`src/design/rf_demod_consts.vh`:
```
// Constants for the RF demodulator control block
`ifndef RF_DEMOD_CONSTS_VH
`define RF_DEMOD_CONSTS_VH
`define OFS_MAIN_CONTROL 4'h0
`define OFS_TUNING_1 4'h1
`define OFS_TUNING_2 4'h2
`define OFS_TUNING_3 4'h3
`define OFS_TUNING_4 4'h4
`define OFS_TUNING_5 4'h5
`define OFS_RESET_OUTPUT_CONTROL 4'h6
`define OFS_TUNING_7 4'h7
`define OFS_DEBOUNCE_CONTROL 4'h8
`define OFS_FIFO_DATA 4'h9
`define RST_MAIN_CONTROL 8'h2B
`define RST_RESET_OUTPUT_CONTROL 8'h88
`define RST_DEBOUNCE_CONTROL 3'h1
`define RST_TUNING 8'h00
`define BIT_POWER_OFF 0
`define LSB_QUENCH_DIV 1
`define BIT_SOFT_RESET 3
`define LSB_SAMPLE_RATE 4
`define BIT_FAST_ATTACK 6
`define BIT_CLOCK_GATE_OFF 0
`define BIT_OUTPUT_SRC 1
`define BIT_QUENCH_SRC 2
`define LSB_INIT_THRESH 3
`define BIT_MANUAL_PULSE 5
`define LSB_PULSE_INTERVAL 6
`define BIT_DEBOUNCED_DATA 7
`define CLK_HZ 50000000
`define SAMPLE_BASE_HZ 1000000
`define SAMPLE_BASE_DIV (`CLK_HZ / `SAMPLE_BASE_HZ)
`define LOW_SPEED_HZ 32000
`define LOW_SPEED_DIV (`CLK_HZ / `LOW_SPEED_HZ)
`define PULSE_BASE_S 2
`define PULSE_BASE_CYCLES (`CLK_HZ * `PULSE_BASE_S)
`endif

```
`src/design/rf_demod_ctrl.v`:
```
// RF demodulator control: registers, sample and quench dividers, output path
// Behaviour
// - The sample-rate field picks a demodulator sample tick of 1 MHz, 500 kHz, 250 kHz or 125 kHz.
// - The quench divide field divides quench edges by 4, 8, 16 or 32.
// - A one in the soft-reset bit holds the demodulator in reset, a zero lets it run.
// - The power-off bit powers the RF circuit down while one and up while zero.
// - System reset, soft reset or power-off resets the demodulator and forces the data output low.
// - The fast-attack bit selects a threshold of four times (0) or two times (1) the offset.
// - Bit 7 of the main control register always reads zero.
// - Six 8-bit tuning registers store and read back whatever software writes.
// - The debounce field filters data by 0, 1, 2, 4, 8 or 16 low-speed clock periods.
// - The pulse-reset field leaves pulse reset to the manual bit or pulses every 2, 4 or 8 s.
// - The output source bit routes demodulated data (0) or quench data (1) to the data output.
//
// The implementer's own choices: register access over Avalon-MM and the address map.
`timescale 1ns/1ns
`default_nettype none
`include "rf_demod_consts.vh"
module rf_demod_ctrl #(
    parameter PULSE_BASE_CYCLES = `PULSE_BASE_CYCLES,
    parameter FIFO_DEPTH = 8
) (
    input wire i_ref_clk,
    input wire i_nrst,
    input wire [3:0] i_address,
    input wire i_read,
    input wire i_write,
    input wire [31:0] i_writedata,
    output reg [31:0] o_readdata,
    output reg o_waitrequest,
    input wire i_quench,
    input wire i_ext_quench,
    input wire i_raw_data,
    output reg o_rf_data,
    output reg o_sample_tick,
    output reg o_quench_tick,
    output reg o_rf_power_off,
    output reg o_demod_reset,
    output reg o_threshold_x2,
    output reg [1:0] o_initial_reset_threshold_sel,
    output reg o_pulse_reset,
    output reg o_rf_clock_gate_off,
    output reg [7:0] o_tuning_1,
    output reg [7:0] o_tuning_2,
    output reg [7:0] o_tuning_3,
    output reg [7:0] o_tuning_4,
    output reg [7:0] o_tuning_5,
    output reg [7:0] o_tuning_7
);
    reg [7:0] main_control;
    reg [7:0] reset_output_control;
    reg [2:0] debounce_depth_sel;
    reg bus_done;
    reg [5:0] base_count;
    reg [2:0] rate_count;
    reg [4:0] quench_count;
    reg quench_prev;
    reg [31:0] pulse_count;
    reg [10:0] low_count;
    reg low_tick;
    reg sample_en;
    reg sampled_data;
    wire demod_hold;
    wire quench_src;
    wire quench_edge;
    wire debounced_rf_data;
    wire fifo_in_ready;
    wire fifo_out_valid;
    wire [7:0] fifo_out_data;
    wire fifo_pop;
    wire access;
    reg [2:0] rate_limit;
    reg [4:0] quench_limit;
    reg [31:0] pulse_limit;
    wire [1:0] sample_rate_sel;
    wire [1:0] quench_divide_sel;
    wire [1:0] pulse_reset_interval_sel;
    wire manual_pulse_reset;
    wire output_source_sel;
    wire quench_source_sel;

    assign sample_rate_sel = main_control[`LSB_SAMPLE_RATE+1:`LSB_SAMPLE_RATE];
    assign quench_divide_sel = main_control[`LSB_QUENCH_DIV+1:`LSB_QUENCH_DIV];
    assign pulse_reset_interval_sel =
        reset_output_control[`LSB_PULSE_INTERVAL+1:`LSB_PULSE_INTERVAL];
    assign manual_pulse_reset = reset_output_control[`BIT_MANUAL_PULSE];
    assign output_source_sel = reset_output_control[`BIT_OUTPUT_SRC];
    assign quench_source_sel = reset_output_control[`BIT_QUENCH_SRC];
    assign demod_hold = main_control[`BIT_SOFT_RESET] | main_control[`BIT_POWER_OFF];
    assign quench_src = quench_source_sel ? i_ext_quench : i_quench;
    assign quench_edge = quench_src & ~quench_prev;
    assign access = (i_read | i_write) & ~bus_done;
    assign fifo_pop = access & i_read & (i_address == `OFS_FIFO_DATA);

    // Divider ratio selections
    always @* begin
        case (sample_rate_sel)
            2'h0: rate_limit = 3'h0;
            2'h1: rate_limit = 3'h1;
            2'h2: rate_limit = 3'h3;
            default: rate_limit = 3'h7;
        endcase
        case (quench_divide_sel)
            2'h0: quench_limit = 5'h03;
            2'h1: quench_limit = 5'h07;
            2'h2: quench_limit = 5'h0F;
            default: quench_limit = 5'h1F;
        endcase
        case (pulse_reset_interval_sel)
            2'h1: pulse_limit = PULSE_BASE_CYCLES - 1;
            2'h2: pulse_limit = 2 * PULSE_BASE_CYCLES - 1;
            default: pulse_limit = 4 * PULSE_BASE_CYCLES - 1;
        endcase
    end

    // Avalon slave: one wait cycle, then the answer
    always @(posedge i_ref_clk or negedge i_nrst) begin
        if (!i_nrst) begin
            bus_done <= 1'b0;
            o_waitrequest <= 1'b1;
            o_readdata <= 32'h00000000;
        end else begin
            bus_done <= access;
            o_waitrequest <= ~access;
            if (access && i_read) begin
                case (i_address)
                    `OFS_MAIN_CONTROL: o_readdata <= {24'h000000, 1'b0, main_control[6:0]};
                    `OFS_TUNING_1: o_readdata <= {24'h000000, o_tuning_1};
                    `OFS_TUNING_2: o_readdata <= {24'h000000, o_tuning_2};
                    `OFS_TUNING_3: o_readdata <= {24'h000000, o_tuning_3};
                    `OFS_TUNING_4: o_readdata <= {24'h000000, o_tuning_4};
                    `OFS_TUNING_5: o_readdata <= {24'h000000, o_tuning_5};
                    `OFS_RESET_OUTPUT_CONTROL: o_readdata <= {24'h000000, reset_output_control};
                    `OFS_TUNING_7: o_readdata <= {24'h000000, o_tuning_7};
                    `OFS_DEBOUNCE_CONTROL:
                        o_readdata <= {24'h000000, debounced_rf_data, 4'h0, debounce_depth_sel};
                    `OFS_FIFO_DATA: o_readdata <= {23'h000000, fifo_out_valid, fifo_out_data};
                    default: o_readdata <= 32'h00000000;
                endcase
            end
        end
    end

    // Register writes
    always @(posedge i_ref_clk or negedge i_nrst) begin
        if (!i_nrst) begin
            main_control <= `RST_MAIN_CONTROL;
            reset_output_control <= `RST_RESET_OUTPUT_CONTROL;
            debounce_depth_sel <= `RST_DEBOUNCE_CONTROL;
            o_tuning_1 <= `RST_TUNING;
            o_tuning_2 <= `RST_TUNING;
            o_tuning_3 <= `RST_TUNING;
            o_tuning_4 <= `RST_TUNING;
            o_tuning_5 <= `RST_TUNING;
            o_tuning_7 <= `RST_TUNING;
        end else if (access && i_write) begin
            case (i_address)
                `OFS_MAIN_CONTROL: main_control <= {1'b0, i_writedata[6:0]};
                `OFS_TUNING_1: o_tuning_1 <= i_writedata[7:0];
                `OFS_TUNING_2: o_tuning_2 <= i_writedata[7:0];
                `OFS_TUNING_3: o_tuning_3 <= i_writedata[7:0];
                `OFS_TUNING_4: o_tuning_4 <= i_writedata[7:0];
                `OFS_TUNING_5: o_tuning_5 <= i_writedata[7:0];
                `OFS_RESET_OUTPUT_CONTROL: reset_output_control <= i_writedata[7:0];
                `OFS_TUNING_7: o_tuning_7 <= i_writedata[7:0];
                `OFS_DEBOUNCE_CONTROL: debounce_depth_sel <= i_writedata[2:0];
                default: ;
            endcase
        end
    end

    // Control outputs from the stored fields
    always @(posedge i_ref_clk or negedge i_nrst) begin
        if (!i_nrst) begin
            o_rf_power_off <= 1'b1;
            o_demod_reset <= 1'b1;
            o_threshold_x2 <= 1'b0;
            o_initial_reset_threshold_sel <= 2'h1;
            o_rf_clock_gate_off <= 1'b0;
        end else begin
            o_rf_power_off <= main_control[`BIT_POWER_OFF];
            o_demod_reset <= demod_hold;
            o_threshold_x2 <= main_control[`BIT_FAST_ATTACK];
            o_initial_reset_threshold_sel <=
                reset_output_control[`LSB_INIT_THRESH+1:`LSB_INIT_THRESH];
            o_rf_clock_gate_off <= reset_output_control[`BIT_CLOCK_GATE_OFF];
        end
    end

    // Sample tick divider and quench decimator
    always @(posedge i_ref_clk or negedge i_nrst) begin
        if (!i_nrst) begin
            base_count <= 6'h00;
            rate_count <= 3'h0;
            sample_en <= 1'b0;
            o_sample_tick <= 1'b0;
            quench_count <= 5'h00;
            quench_prev <= 1'b0;
            o_quench_tick <= 1'b0;
        end else if (demod_hold) begin
            base_count <= 6'h00;
            rate_count <= 3'h0;
            sample_en <= 1'b0;
            o_sample_tick <= 1'b0;
            quench_count <= 5'h00;
            quench_prev <= quench_src;
            o_quench_tick <= 1'b0;
        end else begin
            quench_prev <= quench_src;
            sample_en <= 1'b0;
            o_quench_tick <= 1'b0;
            if (base_count == `SAMPLE_BASE_DIV - 1) begin
                base_count <= 6'h00;
                if (rate_count >= rate_limit) begin
                    rate_count <= 3'h0;
                    sample_en <= 1'b1;
                end else begin
                    rate_count <= rate_count + 3'h1;
                end
            end else begin
                base_count <= base_count + 6'h01;
            end
            o_sample_tick <= sample_en;
            if (quench_edge) begin
                if (quench_count >= quench_limit) begin
                    quench_count <= 5'h00;
                    o_quench_tick <= 1'b1;
                end else begin
                    quench_count <= quench_count + 5'h01;
                end
            end
        end
    end

    // Low-speed tick and pulse reset timer
    always @(posedge i_ref_clk or negedge i_nrst) begin
        if (!i_nrst) begin
            low_count <= 11'h000;
            low_tick <= 1'b0;
            pulse_count <= 32'h00000000;
            o_pulse_reset <= 1'b0;
        end else begin
            low_tick <= 1'b0;
            if (low_count == `LOW_SPEED_DIV - 1) begin
                low_count <= 11'h000;
                low_tick <= 1'b1;
            end else begin
                low_count <= low_count + 11'h001;
            end
            if (pulse_reset_interval_sel == 2'h0 || demod_hold) begin
                pulse_count <= 32'h00000000;
                o_pulse_reset <= manual_pulse_reset & ~demod_hold;
            end else if (pulse_count >= pulse_limit) begin
                pulse_count <= 32'h00000000;
                o_pulse_reset <= 1'b1;
            end else begin
                pulse_count <= pulse_count + 32'h00000001;
                o_pulse_reset <= 1'b0;
            end
        end
    end

    // Sampled data and output path
    always @(posedge i_ref_clk or negedge i_nrst) begin
        if (!i_nrst) begin
            sampled_data <= 1'b0;
            o_rf_data <= 1'b0;
        end else if (demod_hold) begin
            sampled_data <= 1'b0;
            o_rf_data <= 1'b0;
        end else begin
            if (sample_en) begin
                sampled_data <= i_raw_data;
            end
            o_rf_data <= output_source_sel ? quench_src : debounced_rf_data;
        end
    end

    rf_debounce u_debounce (
        .i_ref_clk(i_ref_clk),
        .i_nrst(i_nrst),
        .i_clear(demod_hold),
        .i_tick(low_tick),
        .i_depth_sel(debounce_depth_sel),
        .i_data(sampled_data),
        .o_data(debounced_rf_data)
    );

    // Captures each sample of debounced data while not full, dropping samples once full; software drains it
    rf_fifo #(.WIDTH(8), .DEPTH(FIFO_DEPTH), .AW(3)) u_fifo (
        .i_ref_clk(i_ref_clk),
        .i_nrst(i_nrst),
        .i_clear(demod_hold),
        .i_in_valid(sample_en),
        .o_in_ready(fifo_in_ready),
        .i_in_data({7'h00, debounced_rf_data}),
        .o_out_valid(fifo_out_valid),
        .i_out_ready(fifo_pop),
        .o_out_data(fifo_out_data)
    );
endmodule
`default_nettype wire

```
`src/design/rf_fifo.v`:
```
// Small synchronous FIFO with valid and ready on both sides
`timescale 1ns/1ns
`default_nettype none
module rf_fifo #(
    parameter WIDTH = 8,
    parameter DEPTH = 8,
    parameter AW = 3
) (
    input wire i_ref_clk,
    input wire i_nrst,
    input wire i_clear,
    input wire i_in_valid,
    output wire o_in_ready,
    input wire [WIDTH-1:0] i_in_data,
    output wire o_out_valid,
    input wire i_out_ready,
    output reg [WIDTH-1:0] o_out_data
);
    reg [WIDTH-1:0] mem [0:DEPTH-1];
    reg [AW-1:0] wr_ptr;
    reg [AW-1:0] rd_ptr;
    reg [AW:0] count;
    wire push;
    wire pop;
    assign o_in_ready = (count != DEPTH[AW:0]);
    assign o_out_valid = (count != {(AW+1){1'b0}});
    assign push = i_in_valid && o_in_ready;
    assign pop = o_out_valid && i_out_ready;
    always @(posedge i_ref_clk) begin
        if (push) begin
            mem[wr_ptr] <= i_in_data;
        end
    end
    always @* begin
        o_out_data = mem[rd_ptr];
    end
    always @(posedge i_ref_clk or negedge i_nrst) begin
        if (!i_nrst) begin
            wr_ptr <= {AW{1'b0}};
            rd_ptr <= {AW{1'b0}};
            count <= {(AW+1){1'b0}};
        end else if (i_clear) begin
            wr_ptr <= {AW{1'b0}};
            rd_ptr <= {AW{1'b0}};
            count <= {(AW+1){1'b0}};
        end else begin
            if (push) begin
                wr_ptr <= wr_ptr + 1'b1;
            end
            if (pop) begin
                rd_ptr <= rd_ptr + 1'b1;
            end
            if (push && !pop) begin
                count <= count + 1'b1;
            end else if (pop && !push) begin
                count <= count - 1'b1;
            end
        end
    end
endmodule
`default_nettype wire

```
`src/design/rf_debounce.v`:
```
// Debounce filter for demodulated data, stepped by a low-speed enable
`timescale 1ns/1ns
`default_nettype none
module rf_debounce (
    input wire i_ref_clk,
    input wire i_nrst,
    input wire i_clear,
    input wire i_tick,
    input wire [2:0] i_depth_sel,
    input wire i_data,
    output reg o_data
);
    reg [4:0] stable_count;
    reg [4:0] need;
    always @* begin
        case (i_depth_sel)
            3'h1: need = 5'h01;
            3'h2: need = 5'h02;
            3'h3: need = 5'h04;
            3'h4: need = 5'h08;
            3'h5: need = 5'h10;
            default: need = 5'h00;
        endcase
    end
    always @(posedge i_ref_clk or negedge i_nrst) begin
        if (!i_nrst) begin
            o_data <= 1'b0;
            stable_count <= 5'h00;
        end else if (i_clear) begin
            o_data <= 1'b0;
            stable_count <= 5'h00;
        end else if (need == 5'h00) begin
            o_data <= i_data;
            stable_count <= 5'h00;
        end else if (i_data == o_data) begin
            stable_count <= 5'h00;
        end else if (i_tick) begin
            if (stable_count + 5'h01 >= need) begin
                o_data <= i_data;
                stable_count <= 5'h00;
            end else begin
                stable_count <= stable_count + 5'h01;
            end
        end
    end
endmodule
`default_nettype wire

```
`config.mk`:
```
export PLATFORM = sky130hd
export DESIGN_NAME = rf_demod_ctrl
export DESIGN_NICKNAME = d
export VERILOG_FILES = /design/src/design/rf_demod_ctrl.v /design/src/design/rf_fifo.v /design/src/design/rf_debounce.v
export VERILOG_INCLUDE_DIRS = /design/src /design/src/design
export SDC_FILE = /design/constraint.sdc
export NUM_CORES = 1
export LEC_CHECK = 0
export BUFFER_PORTS_ARGS = -buffer_cell sky130_fd_sc_hd__buf_2
export CORE_MARGIN = 1
export CORE_UTILIZATION = 57
export DETAILED_ROUTE_END_ITERATION = 10
export PLACE_DENSITY = 0.87
export REMOVE_ABC_BUFFERS = 1
export SYNTH_ARGS = -nofsm -noshare
export SYNTH_HDL_FRONTEND = slang
export SYNTH_SLANG_ARGS = --single-unit
```
`constraint.sdc`:
```
create_clock -name i_ref_clk -period 2.9 [get_ports i_ref_clk]
set_input_delay 0.29 -clock i_ref_clk [delete_from_list [all_inputs] [get_ports i_ref_clk]]
set_output_delay 0.29 -clock i_ref_clk [all_outputs]
set_load 0.03 [all_outputs]
```
After elaboration in Yosys (flattened, before gate mapping)
Memory sizes are Yosys's and may differ from the RTL's.
Index checks and enable logic that the tools add are counted.
Cells by class
  add/sub/neg operators: 10
  magnitude comparators: 4
  equality and inequality tests: 25
  multiplexer cells: 50
  bitwise gates (word level): 11
  reduce and logical (&&, ||, !) cells: 34
Operators with widths (number)
  one-hot mux 9 bit (10 select lines): 1
  2-to-1 mux 32 bit: 2
  one-hot mux 29 bit (2 select lines): 1
  2-to-1 mux 5 bit: 8
  adder 32 x 1 -> 32 bit (second input constant): 1
  >= comparator 32 bit: 1
  one-hot mux 5 bit (5 select lines): 1
  2-to-1 mux 1 bit: 22
  2-to-1 mux 3 bit: 7
  AND reduction 2 bit: 9
  == test 4 x 3 -> 1 bit (second input constant): 4
  one-hot mux 5 bit (3 select lines): 1
  2-to-1 mux 4 bit: 3
  2-to-1 mux 6 bit: 2
  adder 11 x 1 -> 11 bit (second input constant): 1
  == test 11 bit (second input constant): 1
  2-to-1 mux 11 bit: 1
  adder 5 x 1 -> 5 bit (second input constant): 2
  >= comparator 5 bit: 2
  nonzero test 2 bit: 5
  adder 3 x 1 -> 3 bit (second input constant): 3
  one-hot mux 3 bit (3 select lines): 1
  nonzero test 3 bit: 3
  == test 4 x 2 -> 1 bit (second input constant): 2
  other kinds (26): 50
Word-level totals
  register bits after elaboration: 187
  RAM bits: 8
  bits of input ports: 43
  output and inout bits: 91
  word-level logic and storage cells: 170
  memories kept: 1
Memories
  u_fifo.mem: words 8, bits a word 1, read ports 1, clocked after Yosys merged registers in 0, wr ports 1, line rf_fifo.v:19  | reg [WIDTH-1:0] mem [0:DEPTH-1];

Depth between registers and ports, before layout
  word-level depth: 9
  depth in mapped cells: 11
  depth with buffers taken out: 9

Cells and area by module
From an unflattened synthesis, not the netlist that was laid out.
Unflattened totals
  cell total of the unflattened synthesis: 905
  area, all modules: 11141.9 sq um
By module, submodules not included
  rf_demod_ctrl: times used 1, cells each 672, area an instance 7475.9 sq um, seq. area each 3717.3 sq um
  rf_fifo: times used 1, cells each 174, area an instance 3133.0 sq um, seq. area each 2172.1 sq um
  rf_debounce: times used 1, cells each 59, area an instance 533.0 sq um, seq. area each 150.1 sq um

Least setup slack after synthesis
No wires, ideal clock.
  kind: register to register
  start: register u_fifo.count[1]
  end: register u_fifo.count[3]
  library setup time: 74 ps
  data arrival time: 2421 ps
  data required time: 2826 ps
  setup slack: 405 ps
  cell stages (with the launch flop): 10
  path buffers: 0
  clock period less this slack: 2495 ps
  cell sequence: dfrtp_1 or4_1 nand4_4 nand2_1 ha_1 a21oi_1 nor2b_1 or4_1 a21o_1 a21oi_2
On the way
  longest elaborated chain between the ends: 6
  elaborated cells between the ends (all ways): 14
  classes of those cells: add/sub: 2; eq/ne: 1; mux: 3; reduce/logical: 8
Ends and longest elaborated chain
  start: declaration: line rf_fifo.v:22  | reg [AW:0] count;
  start signal: assignment: line rf_fifo.v:41  | count <= {(AW+1){1'b0}};
  start signal: assignment: line rf_fifo.v:45  | count <= {(AW+1){1'b0}};
  start signal: assignment: line rf_fifo.v:54  | count <= count + 1'b1;
  branches (longest 6 deep; another with subtractor 4 x 1 -> 4 bit)
Several ways; the timed one is not identified. The select of a mux whose other input is x is not followed.
A chain may end at the register's enable or synchronous reset.

Worst setup path after layout
Ends and elaborated chain as after synthesis.

==> key figures <==
Synthesis
  • Syn Inst Count: ~770
  • Average cell area after synthesis: between 10 and 15 um2
  • Syn. warnings: 0
  • Leading area contributor after synthesis: dfrtp_1
  • Number of distinct library cells after synthesis: 60
  • Post-synth ARST share: about 95%
  • Post-synthesis sequential area ratio: about half
  • Register bit total from synthesis: between 150 and 200
  • Syn Std Cell Area: 8710 um2
  • Synth top area share: between 40 and 50%
  • Number of flops mapped to enable cells by yosys: 8
  • Top area cells in the synthesized netlist: dfrtp_1, mux2_2, ha_1, nor2_1, dfstp_2
  • Main synth FF type: dfrtp_1

Die
  • Std-Cell Rows: 44
  • Full die area: approximately 16000 um2
  • Die W: between 100 and 150 um
  • Ports: about 130
  • Die H: 126 um
  • Core ar.: about 15000 um2
  • Initial Util: 59.3%

Critical path
  • WS Path Type: reg -> reg
  • CP startpoint: u_fifo.count[1]$_DFFE_PN0P_
  • Worst r2r path cells: 9
  • RR Startpoint: u_fifo.count[1]$_DFFE_PN0P_
  • Crit path capture: u_fifo.count[3]$_DFFE_PN0P_
  • Internal reg-to-reg setup slack: 150 ps
  • CP peak stage delay: between 600 and 700 ps
  • Crit Path Max Fanout: 8
  • CP delay by family, top: simple AND/OR/NAND/NOR gates
  • CP dominant cell by count: or4_1
  • CP Depth: 9
  • Critical Path AT: 3100 ps
  • CP Cell Sequence: or4_1 > nand4_4 > nand2_1 > ha_1 > a21oi_1 > nor2b_1 > or4_1 > a21o_1 > a21oi_2
  • Worst Setup End Kind: register
  • Worst endpoint required time: between 3000 and 4000 ps
  • Worst Setup Start Kind: register
  • CP max stage cell: or4_1
  • R2R Path End: u_fifo.count[3]$_DFFE_PN0P_
  • WP buf/inv: 0

Timing
  • RSZ-0062 raised after global routing: no
  • Clock skew after layout: about 9.7 ps
  • Final period util: a little over nine tenths
  • Worst-Margin Slew: between 800 and 900 ps
  • Slew margin rel.: 44.0%
  • WHS: roughly 110 ps
  • Endpoints failing setup: 0
  • Crit path time final: around 2800 ps
  • Final Slew Violations: 0
  • Max Freq: 363 MHz
  • Final-report hold violation count: 0
  • Setup tns final: 0 ps

Routing
  • Via count: approximately 6300
  • First-pass detailed-route iteration total: 8
  • Routed Antenna Nets: 0
  • Via/cell ratio: roughly 5.9
  • DR iter-0 viols: 499
  • Drt wl/cell: roughly 18 um
  • DR DRC count: 7
  • Routed wire length: around 20000 um

Clock tree
  • Worst-case clock buffer depth: 2
  • TritonCTS clock tree: built
  • H-Tree Depth: 4
  • Reg clk slew, reported paths: ~60 ps
  • Clock sink count: about 170
  • Clock tree root buffer cell: clkbuf_16
  • Total CTS buffers: 17
  • Clock latency at the later pin of the worst-skew pair: between 400 and 500 ps

Cells and area
  • Sequential cell area: 4360 um2
  • Syn-to-layout area delta: 13.3%
  • Layout fillers: ~1000
  • Area of the multi-input gates: approximately 4100 um2
  • Post-route cell area: roughly 10000 um2
  • # diodes: 0
  • Final nets: 951
  • Fin cells: between 1000 and 1500
  • Share of cells above drive strength 1: about a quarter

Flow run
  • MaxCap Viol Count: 0

Power
  • Leakage power: 0.00452 uW
  • Max IR drop VDD: around 460 uV
  • Power Total: ~7000 uW
  • Pwr Density: ~710 nW/um2

Status
  • Failing checks: design-rule violations
  • Status: finished, violations left

Global routing
  • First-pass GRT wire length: roughly 32000 um
  • Vias in the first global route: approximately 6200
  • Initial antenna violation count: 0
  • GRT Util Overall: a little over a quarter
  • Pin count of the biggest net entering global routing: 60
  • Total congestion overflow: 0

Hold path
  • Hold Crit Class: in -> reg

Placement
  • Final HPWL from detailed placement: around 13000 um
  • Placed instance count: a little over 1000
  • Port-buffer cells: between 80 and 90
  • Cell Area, Placed: just over 9000 um2
  • GPL Wtd Cong: between 0.8 and 0.9
==> layout make-up <==
cell class / instances / area share, %
Clock inverter: 13 / 1.61
Inverter: 24 / 0.912
Timing Repair Buffer: 95 / 5.38
Clock buffer: 19 / 4.38
Multi-Input combinational cell: 557 / 41.3
Sequential cell: 172 / 44.1
Tap cell: 184 / 2.33
==> state kept, by name, summed over array words and instances, names as in the netlist, 6 cells and up <==
register	flops
o_tuning_7	8
o_tuning_5	8
main_control	7
o_tuning_4	8
o_tuning_3	8
o_tuning_1	8
o_readdata	9
reset_output_control	8
u_fifo.mem	8
base_count	6
pulse_count	32
low_count	11
o_tuning_2	8
==> per-stage QoR <==
stage	worst slack (ps)	util [%]
after detailed placement	167	63.1
final	148	67.2
after CTS	162	67.2
after global placement	293	63.1
after global routing	41.0	67.2
after floorplan	247	-
==> power by group <==
| group | internal [uW] | leakage, uW | switching [uW] | total, uW |
|---|---|---|---|---|
| clock | 1290 | 0.000282 | 991 | 2280 |
| sequential | 2760 | 0.00219 | 298 | 3060 |
| combinational | 594 | 0.00205 | 1070 | 1660 |
==> layout by cell type, fill, tap and decap left out, types with 4 or more instances in the layout <==
master	synthesis	final
a211oi_1	8	8
a21oi_1	18	18
a22o_1	7	7
a22oi_1	4	4
a31oi_1	5	5
and2_1	4	4
and3_1	6	6
buf_2	7	85
buf_4	24	6
clkbuf_16	0	17
clkinv_4	0	5
conb_1	1	25
dfrtp_1	153	153
dfstp_2	11	11
edfxtp_1	8	8
ha_1	40	40
inv_1	24	24
mux2_2	70	70
mux2i_1	13	13
mux4_2	10	10
nand2_1	57	57
nand2b_1	9	9
nand3_1	34	34
nand3b_1	5	5
nand4_1	17	17
nor2_1	81	81
nor2b_1	12	12
nor3_1	19	19
nor3b_1	5	5
o211ai_1	4	4
o21ai_0	17	17
xnor2_1	21	21
xor2_1	29	29
==> timing repair <==
item	CTS	global route
hold buffers	1	0
setup buffers	0	0
resized for setup	0	0
hold endpoints to repair	53	0
==> worst reg2reg max path: cells and delay by family, from the launching register on <==
family / cells / cell delay [ps]
compound gates: 3 / 450
flops: 1 / 440
simple gates: 5 / 1460
fa+ha+maj: 1 / 330
==> cell usage after synthesis (all sizes together) (4+ instances only) <==
master,number
nor2,81
a211oi,8
nor3,22
inv,24
nand2b,9
a31oi,5
a22o,7
nand4,18
xor2,29
buf,36
and3,6
nor2b,13
mux2i,13
nor3b,5
o211ai,4
a22oi,4
dfstp,11
o21ai,17
nand3b,5
and2,4
dfrtp,153
ha,40
clkbuf,9
mux4,10
nand3,34
xnor2,21
a21oi,19
nand2,57
edfxtp,8
mux2,70
==> kinds of logic (layout without fill, tap and decap cells) <==
group                    after synthesis  after routing  synth area share, %
flip-flops                           172            172                 50.0
XOR/XNOR                              50             50                 5.03
buffers and inverters                 69            151                 4.28
adder cells (fa/ha/maj)               41             41                 5.97
AO/OA/AOI/OAI                         79             79                 6.00
AND/OR/NAND/NOR                      269            269                 15.5
other                                  1             25               0.0430
multiplexers                          93             93                 13.1
==> how the worst min path moves through the flow <==
stage,from,endpoint,cells past startpoint
6_report,i_raw_data,sampled_data$_DFFE_PN0P_,3
5_1_grt,i_raw_data,sampled_data$_DFFE_PN0P_,3
4_1_cts,i_raw_data,sampled_data$_DFFE_PN0P_,3
3_5_place_dp,i_nrst,pulse_count[11]$_DFF_PN0_,1
3_3_place_gp,i_nrst,pulse_count[11]$_DFF_PN0_,1
2_1_floorplan,i_nrst,base_count[0]$_DFF_PN0_,0
==> layer usage <==
layer | track usage (%) | routed length (um) | vias up
met5 | 0 | 0 | -
met4 | 10.0 | 489 | 0
met2 | 43.3 | 9710 | 216
met1 | 33.8 | 8160 | 3132
li1 | - | - | 2872
met3 | 6.41 | 1160 | 55
No activity file was read; power rests on OpenSTA's default activity.
